<file path="src/hdl/swdt_pkg.sv">
// Shared constants and state type of the system watchdog timer
package swdt_pkg;
  // Count, reload and prescaler widths
  localparam int CNT_W = 16;
  localparam int RELOAD_W = 8;
  localparam int LOW_W = CNT_W - RELOAD_W;
  localparam int PRE_W = 14;

  // Last prescaler state for each ratio: divide by 16384 or by 256
  localparam logic [PRE_W-1:0] PRE_LAST_SLOW = 14'h3FFF;
  localparam logic [PRE_W-1:0] PRE_LAST_FAST = 14'h00FF;
  localparam logic [PRE_W-1:0] PRE_ZERO = 14'h0000;
  localparam logic [PRE_W-1:0] PRE_ONE = 14'h0001;

  // Reset defaults: divide by 256, reload FF, 256 counts of 256 clocks, about 6.5 ms at 10 MHz
  localparam logic RATIO_SLOW_RST = 1'b0;
  localparam logic [RELOAD_W-1:0] RELOAD_RST = 8'hFF;
  localparam logic ENABLE_RST = 1'b1;

  // Counter constants
  localparam logic [LOW_W-1:0] LOW_LOAD = 8'h00;
  localparam logic [CNT_W-1:0] CNT_ALL_ONES = 16'hFFFF;
  localparam logic [CNT_W-1:0] CNT_ONE = 16'h0001;
  // Counter leaves reset at the default reload point, so the first interval is the default one
  localparam logic [CNT_W-1:0] CNT_RST = 16'hFF00;

  // Cycles from prewarning interrupt to reset request
  localparam int WARN_CYCLES = 16;
  localparam int WARN_W = 8;

  // Watchdog phase, Gray coded along run, warn, reset
  typedef enum logic [1:0]
  {
    SWDT_RUN = 2'b00,
    SWDT_WARN = 2'b01,
    SWDT_RESET = 2'b11
  } swdt_state_t;
endpackage

</file>
<file path="src/hdl/swdt_prescaler.sv">
// Clock prescaler of the watchdog with selectable ratio and synchronous clear
`timescale 1ns/1ps
module swdt_prescaler #(
  parameter int PRE_W = swdt_pkg::PRE_W
)(
  // Clock and reset
  input wire logic clk,
  input wire logic nrst,
  // Control
  input wire logic run,
  input wire logic clear,
  input wire logic slowRatio,
  // Status
  output logic tick,
  output logic [PRE_W-1:0] preCount
);
  logic [PRE_W-1:0] preCnt_r;
  logic [PRE_W-1:0] preCnt_nxt;
  wire logic [PRE_W-1:0] lastVal = slowRatio ? swdt_pkg::PRE_LAST_SLOW : swdt_pkg::PRE_LAST_FAST;
  wire logic atLast = (preCnt_r >= lastVal);

  // Tick on the last state; clear wins so a service restarts a full period
  assign tick = run && atLast && !clear;
  assign preCnt_nxt = clear ? swdt_pkg::PRE_ZERO :
                      !run ? preCnt_r :
                      atLast ? swdt_pkg::PRE_ZERO : preCnt_r + swdt_pkg::PRE_ONE;
  assign preCount = preCnt_r;

  // Prescaler state
  always_ff @(posedge clk or negedge nrst)
  begin
    if (!nrst)
      preCnt_r <= swdt_pkg::PRE_ZERO;
    else
      preCnt_r <= preCnt_nxt;
  end

  AST_TICK_CLEARS: assert property (@(posedge clk) disable iff (!nrst)
    tick |=> preCnt_r == swdt_pkg::PRE_ZERO)
    else $error("Prescaler did not restart after its tick");
endmodule

</file>
<file path="src/hdl/swdt_top.sv">
// System watchdog timer: 16-bit counter, prescaler, prewarning and reset request
// What this block does
// RL1: After every reset the watchdog comes up running without software action.
// RL2: Disable instruction stops counting, enable resumes it, each accepted anytime, enable winning over a disable in the same cycle.
// RL3: Software services the watchdog before the counter overflows.
// RL4: On overflow a prewarning interrupt comes first, then a reset request.
// RL5: The watchdog count register is 16 bits wide.
// RL6: Counter advances once per prescaler period, dividing by 16384 or 256.
// RL7: The counter is loaded from a software-programmable reload value.
// RL8: Service loads the reload value and clears the prescaler together.
// RL9: Reset defaults give about 6.5 ms interval at 10 MHz.
// RL10: Counter counts up from reload and overflows when wrapping past all ones.
`timescale 1ns/1ps
module swdt_top #(
  parameter int WARN_CYCLES = swdt_pkg::WARN_CYCLES
)(
  // Clock and reset
  input wire logic clk,
  input wire logic nrst,
  // Instruction strobes from the core decoder
  input wire logic watchdogServiceInstr,
  input wire logic watchdogDisableInstr,
  input wire logic watchdogEnableInstr,
  // Configuration write from the core
  input wire logic cfgWrite,
  input wire logic [swdt_pkg::RELOAD_W-1:0] cfgReloadValue,
  input wire logic cfgSlowRatio,
  // Events toward interrupt and reset control
  output logic prewarnIrq,
  output logic resetReq,
  // Status
  output logic [swdt_pkg::CNT_W-1:0] wdtCount,
  output logic wdtRunning,
  output logic [swdt_pkg::RELOAD_W-1:0] watchdogReloadValue,
  output logic slowRatio
);
  swdt_pkg::swdt_state_t state_r;
  swdt_pkg::swdt_state_t state_nxt;
  logic [swdt_pkg::CNT_W-1:0] count_r;
  logic [swdt_pkg::CNT_W-1:0] count_nxt;
  logic enabled_r;
  logic enabled_nxt;
  logic [swdt_pkg::RELOAD_W-1:0] reload_r;
  logic slow_r;
  logic prewarn_r;
  logic resetReq_r;
  logic [swdt_pkg::WARN_W-1:0] warnCnt_r;
  logic [swdt_pkg::WARN_W-1:0] warnCnt_nxt;
  logic tick;
  logic [swdt_pkg::PRE_W-1:0] preCount;

  localparam logic [swdt_pkg::WARN_W-1:0] WARN_LAST = swdt_pkg::WARN_W'(WARN_CYCLES - 1);
  localparam logic [swdt_pkg::WARN_W-1:0] WARN_ZERO = 8'h00;
  localparam logic [swdt_pkg::WARN_W-1:0] WARN_ONE = 8'h01;

  // Decode of the current phase and events
  wire logic inRun = (state_r == swdt_pkg::SWDT_RUN);
  wire logic inWarn = (state_r == swdt_pkg::SWDT_WARN);
  // Service is ignored once overflow happened: the reset cannot be talked out of
  wire logic doService = watchdogServiceInstr && inRun;
  wire logic overflow = tick && (count_r == swdt_pkg::CNT_ALL_ONES);
  wire logic [swdt_pkg::CNT_W-1:0] loadVal = {reload_r, swdt_pkg::LOW_LOAD};
  wire logic warnDone = inWarn && (warnCnt_r == WARN_LAST);

  // RL6 prescaler feed
  swdt_prescaler #(
    .PRE_W(swdt_pkg::PRE_W)
  ) uPrescaler (
    .clk(clk),
    .nrst(nrst),
    .run(enabled_r && inRun),
    .clear(doService),
    .slowRatio(slow_r),
    .tick(tick),
    .preCount(preCount)
  );

  // RL2 enable control
  // Enable wins a tie so a confused decoder never leaves the watchdog off
  assign enabled_nxt = watchdogEnableInstr ? 1'b1 :
                       watchdogDisableInstr ? 1'b0 : enabled_r;

  // RL8 service reload
  // RL10 count up and wrap
  assign count_nxt = doService ? loadVal :
                     overflow ? loadVal :
                     tick ? count_r + swdt_pkg::CNT_ONE : count_r;

  // RL4 warn then reset
  assign state_nxt = (inRun && overflow) ? swdt_pkg::SWDT_WARN :
                     warnDone ? swdt_pkg::SWDT_RESET : state_r;
  assign warnCnt_nxt = inWarn ? warnCnt_r + WARN_ONE : WARN_ZERO;

  // RL1 running after reset
  always_ff @(posedge clk or negedge nrst)
  begin
    if (!nrst)
      enabled_r <= swdt_pkg::ENABLE_RST;
    else
      enabled_r <= enabled_nxt;
  end

  // RL7 reload value and ratio
  // RL9 reset defaults
  always_ff @(posedge clk or negedge nrst)
  begin
    if (!nrst)
    begin
      reload_r <= swdt_pkg::RELOAD_RST;
      slow_r <= swdt_pkg::RATIO_SLOW_RST;
    end
    else if (cfgWrite)
    begin
      reload_r <= cfgReloadValue;
      slow_r <= cfgSlowRatio;
    end
  end

  // RL5 16-bit count register
  always_ff @(posedge clk or negedge nrst)
  begin
    if (!nrst)
      count_r <= swdt_pkg::CNT_RST;
    else
      count_r <= count_nxt;
  end

  // Phase, warning timer and event outputs
  always_ff @(posedge clk or negedge nrst)
  begin
    if (!nrst)
    begin
      state_r <= swdt_pkg::SWDT_RUN;
      warnCnt_r <= WARN_ZERO;
      prewarn_r <= 1'b0;
      resetReq_r <= 1'b0;
    end
    else
    begin
      state_r <= state_nxt;
      warnCnt_r <= warnCnt_nxt;
      prewarn_r <= inRun && overflow;
      resetReq_r <= (state_nxt == swdt_pkg::SWDT_RESET);
    end
  end

  // Outputs, all from flip-flops except wdtRunning, which gates enabled_r with the run phase
  assign prewarnIrq = prewarn_r;
  assign resetReq = resetReq_r;
  assign wdtCount = count_r;
  assign wdtRunning = enabled_r && inRun;
  assign watchdogReloadValue = reload_r;
  assign slowRatio = slow_r;

  AST_UP_AFTER_RESET: assert property (@(posedge clk) // RL1
    $rose(nrst) |-> enabled_r && inRun && !resetReq_r)
    else $error("Watchdog not running after reset");

  AST_DISABLE_STOPS: assert property (@(posedge clk) disable iff (!nrst) // RL2
    watchdogDisableInstr && !watchdogEnableInstr |=> !enabled_r)
    else $error("Disable instruction not taken");

  AST_ENABLE_RESUMES: assert property (@(posedge clk) disable iff (!nrst) // RL2
    watchdogEnableInstr |=> enabled_r ##1 (enabled_r || $past(watchdogDisableInstr)))
    else $error("Enable instruction not taken");

  AST_FROZEN_WHILE_OFF: assert property (@(posedge clk) disable iff (!nrst) // RL2
    !enabled_r && !watchdogServiceInstr |=> $stable(count_r) && !prewarn_r)
    else $error("Counter moved while disabled");

  AST_WARN_ON_OVF: assert property (@(posedge clk) disable iff (!nrst) // RL4
    inRun && overflow |=> prewarn_r && !resetReq_r ##1 !prewarn_r)
    else $error("Overflow without single prewarning pulse");

  AST_RESET_AFTER_WARN: assert property (@(posedge clk) disable iff (!nrst) // RL4
    prewarn_r |-> !resetReq_r ##[1:1000] resetReq_r)
    else $error("Reset request missing after prewarning");

  AST_NO_RESET_UNWARNED: assert property (@(posedge clk) disable iff (!nrst) // RL4
    $rose(resetReq_r) |-> $past(inWarn))
    else $error("Reset request without prewarning phase");

  AST_TICK_ADVANCES: assert property (@(posedge clk) disable iff (!nrst) // RL6
    tick && !doService && count_r != swdt_pkg::CNT_ALL_ONES |=> count_r == $past(count_r) + swdt_pkg::CNT_ONE)
    else $error("Counter did not advance on prescaler tick");

  AST_NO_TICK_NO_MOVE: assert property (@(posedge clk) disable iff (!nrst) // RL6
    !tick && !doService |=> $stable(count_r))
    else $error("Counter moved without prescaler tick");

  AST_SERVICE_LOAD: assert property (@(posedge clk) disable iff (!nrst) // RL8
    doService |=> count_r == {$past(reload_r), swdt_pkg::LOW_LOAD} && preCount == swdt_pkg::PRE_ZERO)
    else $error("Service did not reload counter and clear prescaler");

  AST_WRAP_RELOAD: assert property (@(posedge clk) disable iff (!nrst) // RL10
    overflow && !doService |=> count_r == {$past(reload_r), swdt_pkg::LOW_LOAD})
    else $error("Overflow did not reload from reload value");

  AST_DEFAULTS: assert property (@(posedge clk) // RL9
    $rose(nrst) |-> reload_r == swdt_pkg::RELOAD_RST && slow_r == swdt_pkg::RATIO_SLOW_RST)
    else $error("Reset defaults wrong");

  COV_SERVICE: cover property (@(posedge clk) disable iff (!nrst) doService && count_r != loadVal);
  COV_OVERFLOW: cover property (@(posedge clk) disable iff (!nrst) prewarn_r);
  COV_RESET: cover property (@(posedge clk) disable iff (!nrst) $rose(resetReq_r));
  COV_DISABLE: cover property (@(posedge clk) disable iff (!nrst) !enabled_r ##1 enabled_r);
endmodule

</file>
<file path="config.mk">
export PLATFORM = sky130hd
export DESIGN_NAME = swdt_top
export DESIGN_NICKNAME = d
export VERILOG_FILES = /design/src/hdl/swdt_pkg.sv /design/src/hdl/swdt_prescaler.sv /design/src/hdl/swdt_top.sv
export SDC_FILE = /design/constraint.sdc
export NUM_CORES = 1
export LEC_CHECK = 0
export BUFFER_PORTS_ARGS = -buffer_cell sky130_fd_sc_hd__buf_2
export CORE_MARGIN = 2
export CORE_UTILIZATION = 40
export CTS_CLUSTER_SIZE = 14
export DETAILED_ROUTE_END_ITERATION = 16
export PLACE_DENSITY = 0.6
export SLEW_MARGIN = 20
export SYNTH_ARGS = -nofsm -noshare
export SYNTH_HDL_FRONTEND = slang
export SYNTH_SLANG_ARGS = --single-unit
</file>
<file path="constraint.sdc">
create_clock -name clk -period 3.2 [get_ports clk]
set_clock_uncertainty 0.15 [all_clocks]
set_input_delay 0.32 -clock clk [delete_from_list [all_inputs] [get_ports clk]]
set_output_delay 0.32 -clock clk [all_outputs]
set_load 0.005 [all_outputs]
</file>
== Word-level counts from Yosys, hierarchy flattened ==
Index checks and enable logic that the tools add are counted.
W data, S select, Z words.

* Register bits: 52
* Bits of input ports: 15
* Output and inout bits: 28
* Logic and storage cells: 41

* $add $sub $neg: 3
* Order comparisons: 1
* Equal/unequal tests: 4
* Muxes and demuxes: 12
* Reduce and logical (&&, ||, !) cells: 12

{| class="wikitable"
|+ Operators by type and width
! cell !! count
|-
| $mux W14 || 4
|-
| $mux W16 || 3
|-
| $add A16 B1 Y16 const B || 1
|-
| $eq A16 B16 Y1 const B || 1
|-
| $add A14 B1 Y14 const B || 1
|-
| $ge A14 B14 Y1 || 1
|-
| $add A8 B1 Y8 const B || 1
|-
| $eq A8 B4 Y1 const B || 1
|-
| $mux W8 || 1
|-
| $logic_and A1 B1 Y1 || 7
|-
| $mux W2 || 2
|-
| $reduce_bool A2 Y1 || 2
|-
| $reduce_bool A3 Y1 || 1
|-
| $eq A2 B1 Y1 const B || 1
|-
| $eq A2 B2 Y1 const B || 1
|-
| $logic_not A2 Y1 || 1
|-
| $mux W1 || 2
|-
| $logic_not A1 Y1 || 1
|}

== Depth between registers and ports, before layout ==
Gate-level depths: netlist of the first run.

* Depth in word-level cells: 8
* Depth in mapped cells: 10
* Mapped depth without buffers: 8

== Hierarchy ==
A second synthesis of the first run with hierarchy kept.

* Cell total of the unflattened synthesis: 273
* Area total of the unflattened synthesis: 2745.1 um^2

{| class="wikitable"
|+ By module, submodules not included
! module !! times used !! cells an instance !! area an instance (um^2)
|-
| swdt_top || 1 || 167 || 1784.2
|-
| swdt_prescaler || 1 || 106 || 960.9
|}

== Worst setup path after synthesis of the first run ==
No wires, ideal clock.

* Path type: flip-flop to flip-flop
* Start: reg slow_r (netlist: slowRatio)
* End: reg count_r, in the netlist wdtCount[14]
* Arrival: 2.201 ns
* Required time: 2.965 ns
* Setup slack: 0.764 ns
* Cell stages (with the launch flop): 11
* Cells stage by stage: dfrtp_1 > inv_1 > ha_1 > a21oi_1 > o21ai_0 > o31ai_2 > buf_2 > o21a_1 > clkbuf_1 > mux2i_1 > a2bb2oi_1

* Cells in the longest elaborated chain, start to end: 7
* Elaborated cells on any way between the ends: 8
* Those cells by class: 1 x order compare; 3 x mux; 4 x reduce/logical

{| class="wikitable"
|+ Ends and longest elaborated chain
! element !! RTL line !! RTL
|-
| start: declaration || swdt_top.sv:44 || <nowiki>logic slow_r;</nowiki>
|-
| start signal: assignment || swdt_top.sv:110 || <nowiki>slow_r <= swdt_pkg::RATIO_SLOW_RST;</nowiki>
|-
| start signal: assignment || swdt_top.sv:115 || <nowiki>slow_r <= cfgSlowRatio;</nowiki>
|-
| $mux W14 (*) || swdt_prescaler.sv:19 || <nowiki>wire logic [PRE_W-1:0] lastVal = slowRatio ? swdt_pkg::PRE_LAST_SLOW : swdt_pkg::PRE_LAST_FAST;</nowiki>
|-
| $ge A14 B14 Y1 (*) || swdt_prescaler.sv:20 || <nowiki>wire logic atLast = (preCnt_r >= lastVal);</nowiki>
|-
| $logic_and A1 B1 Y1 (*) (2 in a row) || swdt_prescaler.sv:23 || <nowiki>assign tick = run && atLast && !clear;</nowiki>
|-
| $logic_and A1 B1 Y1 || swdt_top.sv:61 || <nowiki>wire logic overflow = tick && (count_r == swdt_pkg::CNT_ALL_ONES);</nowiki>
|-
| $mux W16 || swdt_top.sv:86 || <nowiki>overflow ? loadVal :</nowiki>
|-
| $mux W16 || swdt_top.sv:85 || <nowiki>assign count_nxt = doService ? loadVal :</nowiki>
|-
| end signal: assignment || swdt_top.sv:123 || <nowiki>count_r <= swdt_pkg::CNT_RST;</nowiki>
|-
| end signal: assignment || swdt_top.sv:125 || <nowiki>count_r <= count_nxt;</nowiki>
|-
| end: declaration || swdt_top.sv:39 || <nowiki>logic [swdt_pkg::CNT_W-1:0] count_r;</nowiki>
|}

Mark *: on every way between the ends. The rest lies on a longest branch, timed or not.
A chain may end at the register's enable or synchronous reset.

== Worst setup path in the final report of the first run ==
* Start: reg slow_r (netlist: slowRatio)
* End: reg count_r, in the netlist wdtCount[2]

The elaborated chain is that of the path after synthesis.

==> flow_metrics.tcl, run 1 <==
set metrics [dict create \
    rsz0062_at_grt "no" \
    max_freq_mhz 369 \
    cts_buffers 5 \
    boundaryPins 43 \
    cap_violations 0 \
    routed_wl_microns 5620 \
    slew_headroom_pct 60.1 \
    wl_met3_microns 201 \
    final_area_sq_um 3130 \
    ff2ff_setup_slack_ps 490 \
    worstHoldPathType "input pin to flip-flop" \
    htree_levels 2 \
    m1WireLength_microns 2720 \
    ys_warn_count 0 \
    cts_sinks 52 \
    post_drt_wl_per_cell_microns 14.6 \
    synth_most_common_cell "dfrtp_1" \
    netlist.area_leader.share_pct 32.9 \
    fin_nets 332 \
    ys_seq_area_share_pct 49.6 \
    drt_iter0_markers 96 \
    tightest_slew_ps 592 \
    setup_viol 0 \
    yosys-top-cells-area "dfrtp_1 33%, dfstp_2 17%, xnor2_1 4.6%" \
    routed.top_layer "met4" \
    diodes 0 \
    syn_nets 286 \
    antenna_found_initial 0 \
    first_pass_iters 4 \
    peakVddDrop_mv 0.307 \
    synth.distinct_cells 47 \
    regArea_sq_um 1320 \
    status "finished, final reports clean" \
    grt_pass1_wl_microns 9600 \
    synth_ff_type "dfrtp_1" \
    critPathCaptureType "flip-flop" \
    die_width_microns 85.6 \
    async_flop_share_pct 100 \
    cts_buffer_depth 2 \
    setup_tns_ps 0 \
    antenna_left 0 \
    place_area_sq_um 2960 \
    gp_congestion 0.828 \
    grt_pass1_vias 2033 \
    nFillCells 613 \
    power_density_nw_per_um2 514 \
    synth_area_sq_um 2670 \
    start_kind "flip-flop" \
    via_count 2056 \
    drive_gt1_share_pct 28.2 \
    critical_path.max_fanout 16 \
    port_buffers 42 \
    drv_slew 0 \
    clockRootBuffer "clkbuf_8" \
    synthTopCellsByCount "35 x dfrtp_1, 28 x nand2_1, 24 x nor2_1" \
    cts_tree "built" \
    grt_start_max_net_pins 48 \
    synth-seq-cells 52 \
    num_rows 29 \
    power.leakage_nw 1.42 \
    netlist_instances 262 \
    worstSkewPairLatency_ps 300 \
    drc 0 \
    crit_required_ps 3250 \
    syn_avg_cell_area_sq_um 10.2 \
    track_usage_pct 16.4 \
    critPathKind "flip-flop to flip-flop" \
    synth_edf_count 0 \
    multi_input_area_sq_um 1280 \
    post-route-min-period_ps 2710 \
    dieArea_sq_um 7330 \
    min_period_over_period_pct 84.6 \
    core-area_sq_um 6390 \
    yosysTopAreaCell "dfrtp_1" \
    post-cts-setup-buffer-count 0 \
    viasPerCell 5.33 \
    syn_to_final_growth_pct 17.6 \
    start_util_pct 41.7 \
    path_clk_slew_ps 100 \
    wl_met2_microns 2660 \
    hold_viol_final 0 \
    worstPathArrival_ps 2760 \
    grt.overflow.total 0 \
    place_hpwl_microns 4090 \
    die_y_microns 85.6 \
]
state kept, by name, indices dropped and copies added, names as in the netlist:
register,count
state_r,2
enabled_r,1
prewarnIrq,1
warnCnt_r,8
resetReq,1
slowRatio,1
watchdogReloadValue,8
wdtCount,16
uPrescaler.preCount,14
cells by family (layout without fill, tap and decap cells):
logic type                 count (synthesis)  after routing  share of synthesized area [%]
DFF                                       52             52                           49.6
AOI/OAI and AO/OA                         46             46                           10.8
and+or+nand+nor                          109            109                           21.5
xor gates and xnor gates                  21             21                           6.90
adders and majority gates                  9              9                           4.23
buffers and inverters                     14             61                           2.35
muxes                                     11             11                           4.55
layer usage:
metal / track usage, % / vias to the layer above
li1: - / 1020
met5: 0 / -
met1: 22.4 / 993
met2: 26.3 / 39
met3: 3.56 / 4
met4: 4.62 / 0
worst max-delay path: stages (launching register included):
cell	delay [ps]
dfrtp_1	350
inv_1	120
ha_1	350
nand4_1	100
o21ai_0	330
o31ai_2	150
buf_4	190
nand2_1	430
o21ai_0	180
a22o_1	260
final cells by class:
cell class	instances	area share, %
Sequential cell	52	42.2
Multi-Input combinational cell	196	40.9
Timing Repair Buffer	47	8.07
Tap cell	77	3.08
Clock inverter	3	2.88
Clock buffer	5	2.20
Inverter	6	0.719
placed cells by master, fill, tap and decap left out, drive strengths merged, types with 2 or more instances in the layout:
| cell type | Yosys | final |
|---|---|---|
| nor3 | 7 | 7 |
| or3 | 3 | 3 |
| o21ai | 18 | 18 |
| nand4 | 8 | 8 |
| nand2b | 2 | 2 |
| nand3 | 12 | 12 |
| a21boi | 2 | 2 |
| and2 | 5 | 5 |
| bufinv | 0 | 3 |
| buf | 3 | 46 |
| a2bb2oi | 2 | 2 |
| ha | 9 | 9 |
| nor4 | 5 | 5 |
| inv | 6 | 6 |
| a22o | 4 | 4 |
| or3b | 2 | 2 |
| xnor2 | 14 | 14 |
| mux2i | 2 | 2 |
| a21oi | 10 | 10 |
| nor2 | 24 | 24 |
| nand2 | 28 | 28 |
| mux2 | 9 | 9 |
| dfrtp | 35 | 35 |
| clkbuf | 5 | 5 |
| nor2b | 2 | 2 |
| xor2 | 7 | 7 |
| dfstp | 17 | 17 |
| and3 | 7 | 7 |
repair_timing:
item / 4_1_cts / 5_1_grt
resized for setup: 0 / 0
hold buffers: 0 / 1
endpoints found under the hold margin: 0 / 35
power breakdown:
part	switching (mW)	internal, mW	total, mW
combinational	0.104	0.102	0.206
clock	0.220	0.391	0.611
sequential	0.0603	0.731	0.792
total	0.384	1.22	1.61
final timing paths:
| kind | start | cells past startpoint | endpoint |
|---|---|---|---|
| worst max register to register | slowRatio | 9 | wdtCount[2] |
| min in group asynchronous | nrst | 2 | uPrescaler.preCount[10] |
| max in group asynchronous | nrst | 3 | watchdogReloadValue[5] |
| worst min-delay path | watchdogEnableInstr | 2 | enabled_r |
| worst min register to register | warnCnt_r[0] | 1 | warnCnt_r[0] |
| worst max-delay path | slowRatio | 9 | wdtCount[2] |
stage by stage:
stage	total power [mW]	worst slack (ps)	utilization [%]	hold WS [ps]	std cells
5_1_grt	1.69	219	49.1	38.0	386
3_3_place_gp	1.01	598	46.4	296	377
2_1_floorplan	0.911	764	-	-126	262
6_report	1.61	494	49.1	42.0	386
3_5_place_dp	1.01	527	46.4	301	377
4_1_cts	1.62	482	48.9	36.8	385
Note: power is estimated with default switching activity, not from simulation.
==> run 2, diff against run 1 <==
==> constraint.sdc (replaced) <==
create_clock -name clk -period 2.7 [get_ports clk]
set_clock_uncertainty 0.15 [all_clocks]
set_input_delay 0.27 -clock clk [delete_from_list [all_inputs] [get_ports clk]]
set_output_delay 0.27 -clock clk [all_outputs]
set_load 0.005 [all_outputs]
==> flow_metrics.tcl, run 2 (synthesized netlist as in run 1, its figures left out) <==
set metrics [dict create \
    path_clk_slew_ps 90 \
    fin_util_pct 49.2 \
    drv_slew 0 \
    peakVddDrop_mv 0.261 \
    setup_tns_ps 0 \
    grtUsageMet2_pct 25.7 \
    total_power_mw 1.64 \
    instances_no_fill 390 \
    dieArea_sq_um 7330 \
    worstHoldPathType "input pin to flip-flop" \
    track_usage_pct 16.7 \
    grt.overflow.total 0 \
    clkPwrFrac_pct 27.7 \
    max_freq_mhz 384 \
    post-cts-setup-buffer-count 0 \
    regToRegStartpoint "slowRatio" \
    cts_buffer_depth 2 \
    start_util_pct 41.7 \
    rsz0062_at_grt "no" \
    nFillCells 617 \
    cpPeakStageDelay_ps 520 \
    cts_buffers 5 \
    internal-power_mw 1.20 \
    drt_iter0_markers 84 \
    clockRootBuffer "clkbuf_8" \
    cp-startpoint "slowRatio" \
    hold_viol_final 0 \
    die_y_microns 85.6 \
    cts_tree "built" \
    seq_power_share_pct 57.1 \
    p_sw_share_pct 27.1 \
    routed_wl_microns 5660 \
    num_rows 29 \
    worstPathArrival_ps 2700 \
    viasPerCell 5.34 \
    preCtsSetupSlack_ps 159 \
    holdWs_ps 12.1 \
    power_density_nw_per_um2 523 \
    diodes 0 \
    gp_congestion 0.932 \
    place_area_sq_um 2980 \
    final_common_cell "buf_2" \
    final_area_sq_um 3140 \
    port_buffers 42 \
    cts_sinks 52 \
    critPathKind "flip-flop to flip-flop" \
    grt_pass1_wl_microns 9770 \
    cap_violations 0 \
    dpl.cell_count 380 \
    cp_slowest_cell "or4_4" \
    crit_chain "inv_4 -> ha_1 -> nand4_1 -> nor4_4 -> o31ai_2 -> buf_4 -> and2_4 -> or4_4 -> nand4_1" \
    antenna_found_initial 0 \
    crit_required_ps 2800 \
    critical_path.max_fanout 11 \
    path_common_cell "nand4_1" \
    core-area_sq_um 6390 \
    status "finished, final reports clean" \
    grt_pass1_vias 2074 \
    boundaryPins 43 \
    tightest_slew_ps 894 \
    grt_start_max_net_pins 42 \
    final_cell_mix "42 x buf_2, 35 x dfrtp_1, 28 x nand2_1" \
    start_kind "flip-flop" \
    met3_usage_pct 3.37 \
    fin_nets 336 \
    power.leakage_nw 1.41 \
    largest_reg_flops 16 \
    first_pass_iters 4 \
    syn_to_final_growth_pct 17.8 \
    slew_headroom_pct 40.4 \
    via_count 2081 \
    place_hpwl_microns 4100 \
    post_drt_wl_per_cell_microns 14.5 \
    min_period_over_period_pct 96.4 \
    drc 0 \
    p_sw_mw 0.445 \
    setup_viol 0 \
    setup_ws_ps 98.5 \
    worstSkewPairLatency_ps 300 \
    drive_gt1_share_pct 30.4 \
    die_width_microns 85.6 \
    critPathCaptureType "flip-flop" \
    hp-start "watchdogServiceInstr" \
    antenna_left 0 \
    htree_levels 2 \
    post-route-min-period_ps 2600 \
    pwr-share-comb_pct 15.3 \
    grt-busiest-layer "met2" \
    grtUsageMet1_pct 23.7 \
]
## run 2: power by group through the flow
stage | registers, mW | clock network (mW) | logic [mW]
floorplan | 0.942 | 0 | 0.137
global placement | 0.950 | 0 | 0.243
detailed placement | 0.953 | 0 | 0.246
CTS | 0.939 | 0.470 | 0.251
global route | 0.951 | 0.505 | 0.286
finish | 0.937 | 0.454 | 0.251
## run 2: path summary, 6_finish.rpt
kind	endpoint	slack, ps	depth (start not counted)
setup reg to reg	wdtCount[11]	100	9
setup / recovery	wdtCount[11]	100	9
min in group asynchronous	uPrescaler.preCount[3]	470	2
hold reg to reg	warnCnt_r[0]	310	1
hold / removal	prewarnIrq	10	2
max in group asynchronous	wdtCount[12]	1180	3
## run 2: area by class of cell
class	instances	area, sq um	share of cell area (%)
Timing Repair Buffer	51	283	9.00
Inverter	6	25.0	0.797
Clock inverter	2	10.0	0.319
Clock buffer	6	82.6	2.63
Multi-Input combinational cell	196	1320	42.1
Tap cell	77	96.3	3.07
Sequential cell	52	1320	42.1
## run 2: routing by layer
layer | routed length (microns) | part of all wire (%)
met3 | 171 | 3.0
met5 | 0 | 0
met2 | 2590 | 46
met4 | 68 | 1.2
met1 | 2830 | 50
## run 2: worst max-delay path: cells and delay by family (launching register included)
family,cells,cell delay [ps]
compound gates,1,100
buf+inv,2,270
simple gates,5,1340
fa+ha+maj,1,280
flops,1,400
## run 2: what timing repair did
item	4_1_cts	5_1_grt
endpoints found under the setup margin	0	4
endpoints found under the hold margin	36	0
hold buffers	2	0
gates resized for setup	0	7
==> run 3, diff against run 2 <==
--- a/config.mk
+++ b/config.mk
@@ -5,7 +5,7 @@
 export SDC_FILE = /design/constraint.sdc
 export NUM_CORES = 1
 export LEC_CHECK = 0
-export BUFFER_PORTS_ARGS = -buffer_cell sky130_fd_sc_hd__buf_2
+export BUFFER_PORTS_ARGS = -buffer_cell sky130_fd_sc_hd__buf_4
 export CORE_MARGIN = 2
 export CORE_UTILIZATION = 40
 export CTS_CLUSTER_SIZE = 14
@@ -15,3 +15,4 @@
 export SYNTH_ARGS = -nofsm -noshare
 export SYNTH_HDL_FRONTEND = slang
 export SYNTH_SLANG_ARGS = --single-unit
+export TNS_END_PERCENT = 1
==> flow_metrics.tcl, run 3 (synthesized netlist as in run 1, its figures left out) <==
set metrics [dict create \
    critPathKind "flip-flop to flip-flop" \
    peakVddDrop_mv 0.274 \
    start_util_pct 41.7 \
    cap_violations 0 \
    p_sw_mw 0.484 \
    final_cell_mix "52 x buf_4, 35 x dfrtp_1, 28 x nand2_1" \
    clkPwrFrac_pct 28.0 \
    port_buffers 42 \
    max_freq_mhz 382 \
    grt.overflow.total 0 \
    path_clk_slew_ps 100 \
    largest_reg_flops 16 \
    hold_viol_final 0 \
    worstPathArrival_ps 2730 \
    viasPerCell 5.23 \
    crit_required_ps 2810 \
    post_drt_wl_per_cell_microns 14.4 \
    boundaryPins 43 \
    core-area_sq_um 6390 \
    gp_congestion 0.882 \
    internal-power_mw 1.22 \
    worstHoldPathType "input pin to flip-flop" \
    fin_nets 341 \
    final_common_cell "buf_4" \
    drv_slew 0 \
    place_area_sq_um 3070 \
    grtUsageMet1_pct 22.9 \
    p_sw_share_pct 28.4 \
    tightest_slew_ps 670 \
    start_kind "flip-flop" \
    critical_path.max_fanout 7 \
    met3_usage_pct 3.85 \
    rsz0062_at_grt "yes" \
    grtUsageMet2_pct 25.0 \
    post-route-min-period_ps 2620 \
    drc 0 \
    nFillCells 622 \
    cts_tree "built" \
    power.leakage_nw 1.45 \
    final_area_sq_um 3300 \
    dieArea_sq_um 7330 \
    seq_power_share_pct 55.3 \
    antenna_left 0 \
    slew_headroom_pct 54.9 \
    drive_gt1_share_pct 31.4 \
    grt_pass1_wl_microns 9500 \
    via_count 2065 \
    die_width_microns 85.6 \
    first_pass_iters 4 \
    cts_buffer_depth 2 \
    worstSkewPairLatency_ps 320 \
    antenna_found_initial 0 \
    die_y_microns 85.6 \
    setup_viol 0 \
    routed_wl_microns 5700 \
    grt_pass1_vias 1947 \
    status "finished, final reports clean" \
    cts_sinks 52 \
    pwr-share-comb_pct 16.7 \
    power_density_nw_per_um2 516 \
    drt_iter0_markers 81 \
    fin_util_pct 51.7 \
    track_usage_pct 16.3 \
    htree_levels 2 \
    num_rows 29 \
    grt_start_max_net_pins 53 \
    syn_to_final_growth_pct 23.8 \
    critPathCaptureType "flip-flop" \
    clockRootBuffer "clkbuf_8" \
    min_period_over_period_pct 97.1 \
    diodes 0 \
    place_hpwl_microns 4050 \
    grt-busiest-layer "met2" \
    cts_buffers 5 \
]
==> run 3: cell count changes in the layout (fill, tap and decap cells not counted), moves of 2 or more <==
cell / delta
buf_2: -42
clkinv_4: +2
inv_6: +2
buf_4: +45
clkinv_2: -2
==> run 3: cell type report <==
class | instances | area (sq um) | area share [%]
clock buffer | 5 | 68.8 | 2.08
clock inverter | 3 | 26.3 | 0.796
inverter | 6 | 27.5 | 0.834
multi-input combinational | 196 | 1330 | 40.2
sequential | 52 | 1320 | 40.1
tap | 77 | 96.3 | 2.92
timing repair buffer | 56 | 433 | 13.1
==> run 3: worst paths after layout <==
kind                            slack, ps         startpoint                      to  cells past startpoint
worst min-delay path                   30  cfgReloadValue[4]  watchdogReloadValue[4]                      2
min in group asynchronous             360               nrst  uPrescaler.preCount[4]                      2
max in group asynchronous            1610               nrst             wdtCount[0]                      2
worst min register to register        310       warnCnt_r[0]            warnCnt_r[0]                      1
worst max-delay path                   80          slowRatio            wdtCount[11]                      9
worst max register to register         80          slowRatio            wdtCount[11]                      9
==> run 3: routing by layer <==
layer / vias to the layer above / part of all wire, %
met5: - / 0
met4: 0 / 1.4
met3: 6 / 3.5
met2: 27 / 45
met1: 991 / 50
li1: 1041 / -
==> run 3: what timing repair did <==
item,4_1_cts,5_1_grt
hold buffers,3,0
buffers inserted,0,7
endpoints found under the setup margin,0,19
gates resized for setup,0,10
hold endpoints to repair,37,0
==> run 3: through the flow <==
stage                     worst slack, ps  std cells  power, mW  hold slack, ps  TNS (ps)
after floorplan                       264        262       1.08            -176         0
after global placement                237        377       1.23             203         0
after detailed placement             60.2        377       1.23             200         0
after CTS                            35.9        388       1.72            20.4         0
after global routing                -19.6        395       1.79            25.5     -22.6
final                                79.2        395       1.70            27.3         0
==> run 3: power by group through the flow <==
stage | clock (mW) | combinational [mW] | sequential [mW]
6_report | 0.476 | 0.284 | 0.942
2_1_floorplan | 0 | 0.137 | 0.942
5_1_grt | 0.520 | 0.319 | 0.954
3_5_place_dp | 0 | 0.275 | 0.956
3_3_place_gp | 0 | 0.273 | 0.954
4_1_cts | 0.495 | 0.281 | 0.942
==> run 3: worst max-delay path, stage by stage, from the launching register on <==
cell,delay [ps]
dfrtp_1,420
clkinv_4,130
ha_1,300
nand4_1,150
nor4_4,370
o31ai_2,120
buf_4,170
and2_4,170
or4_4,500
nand4_1,90
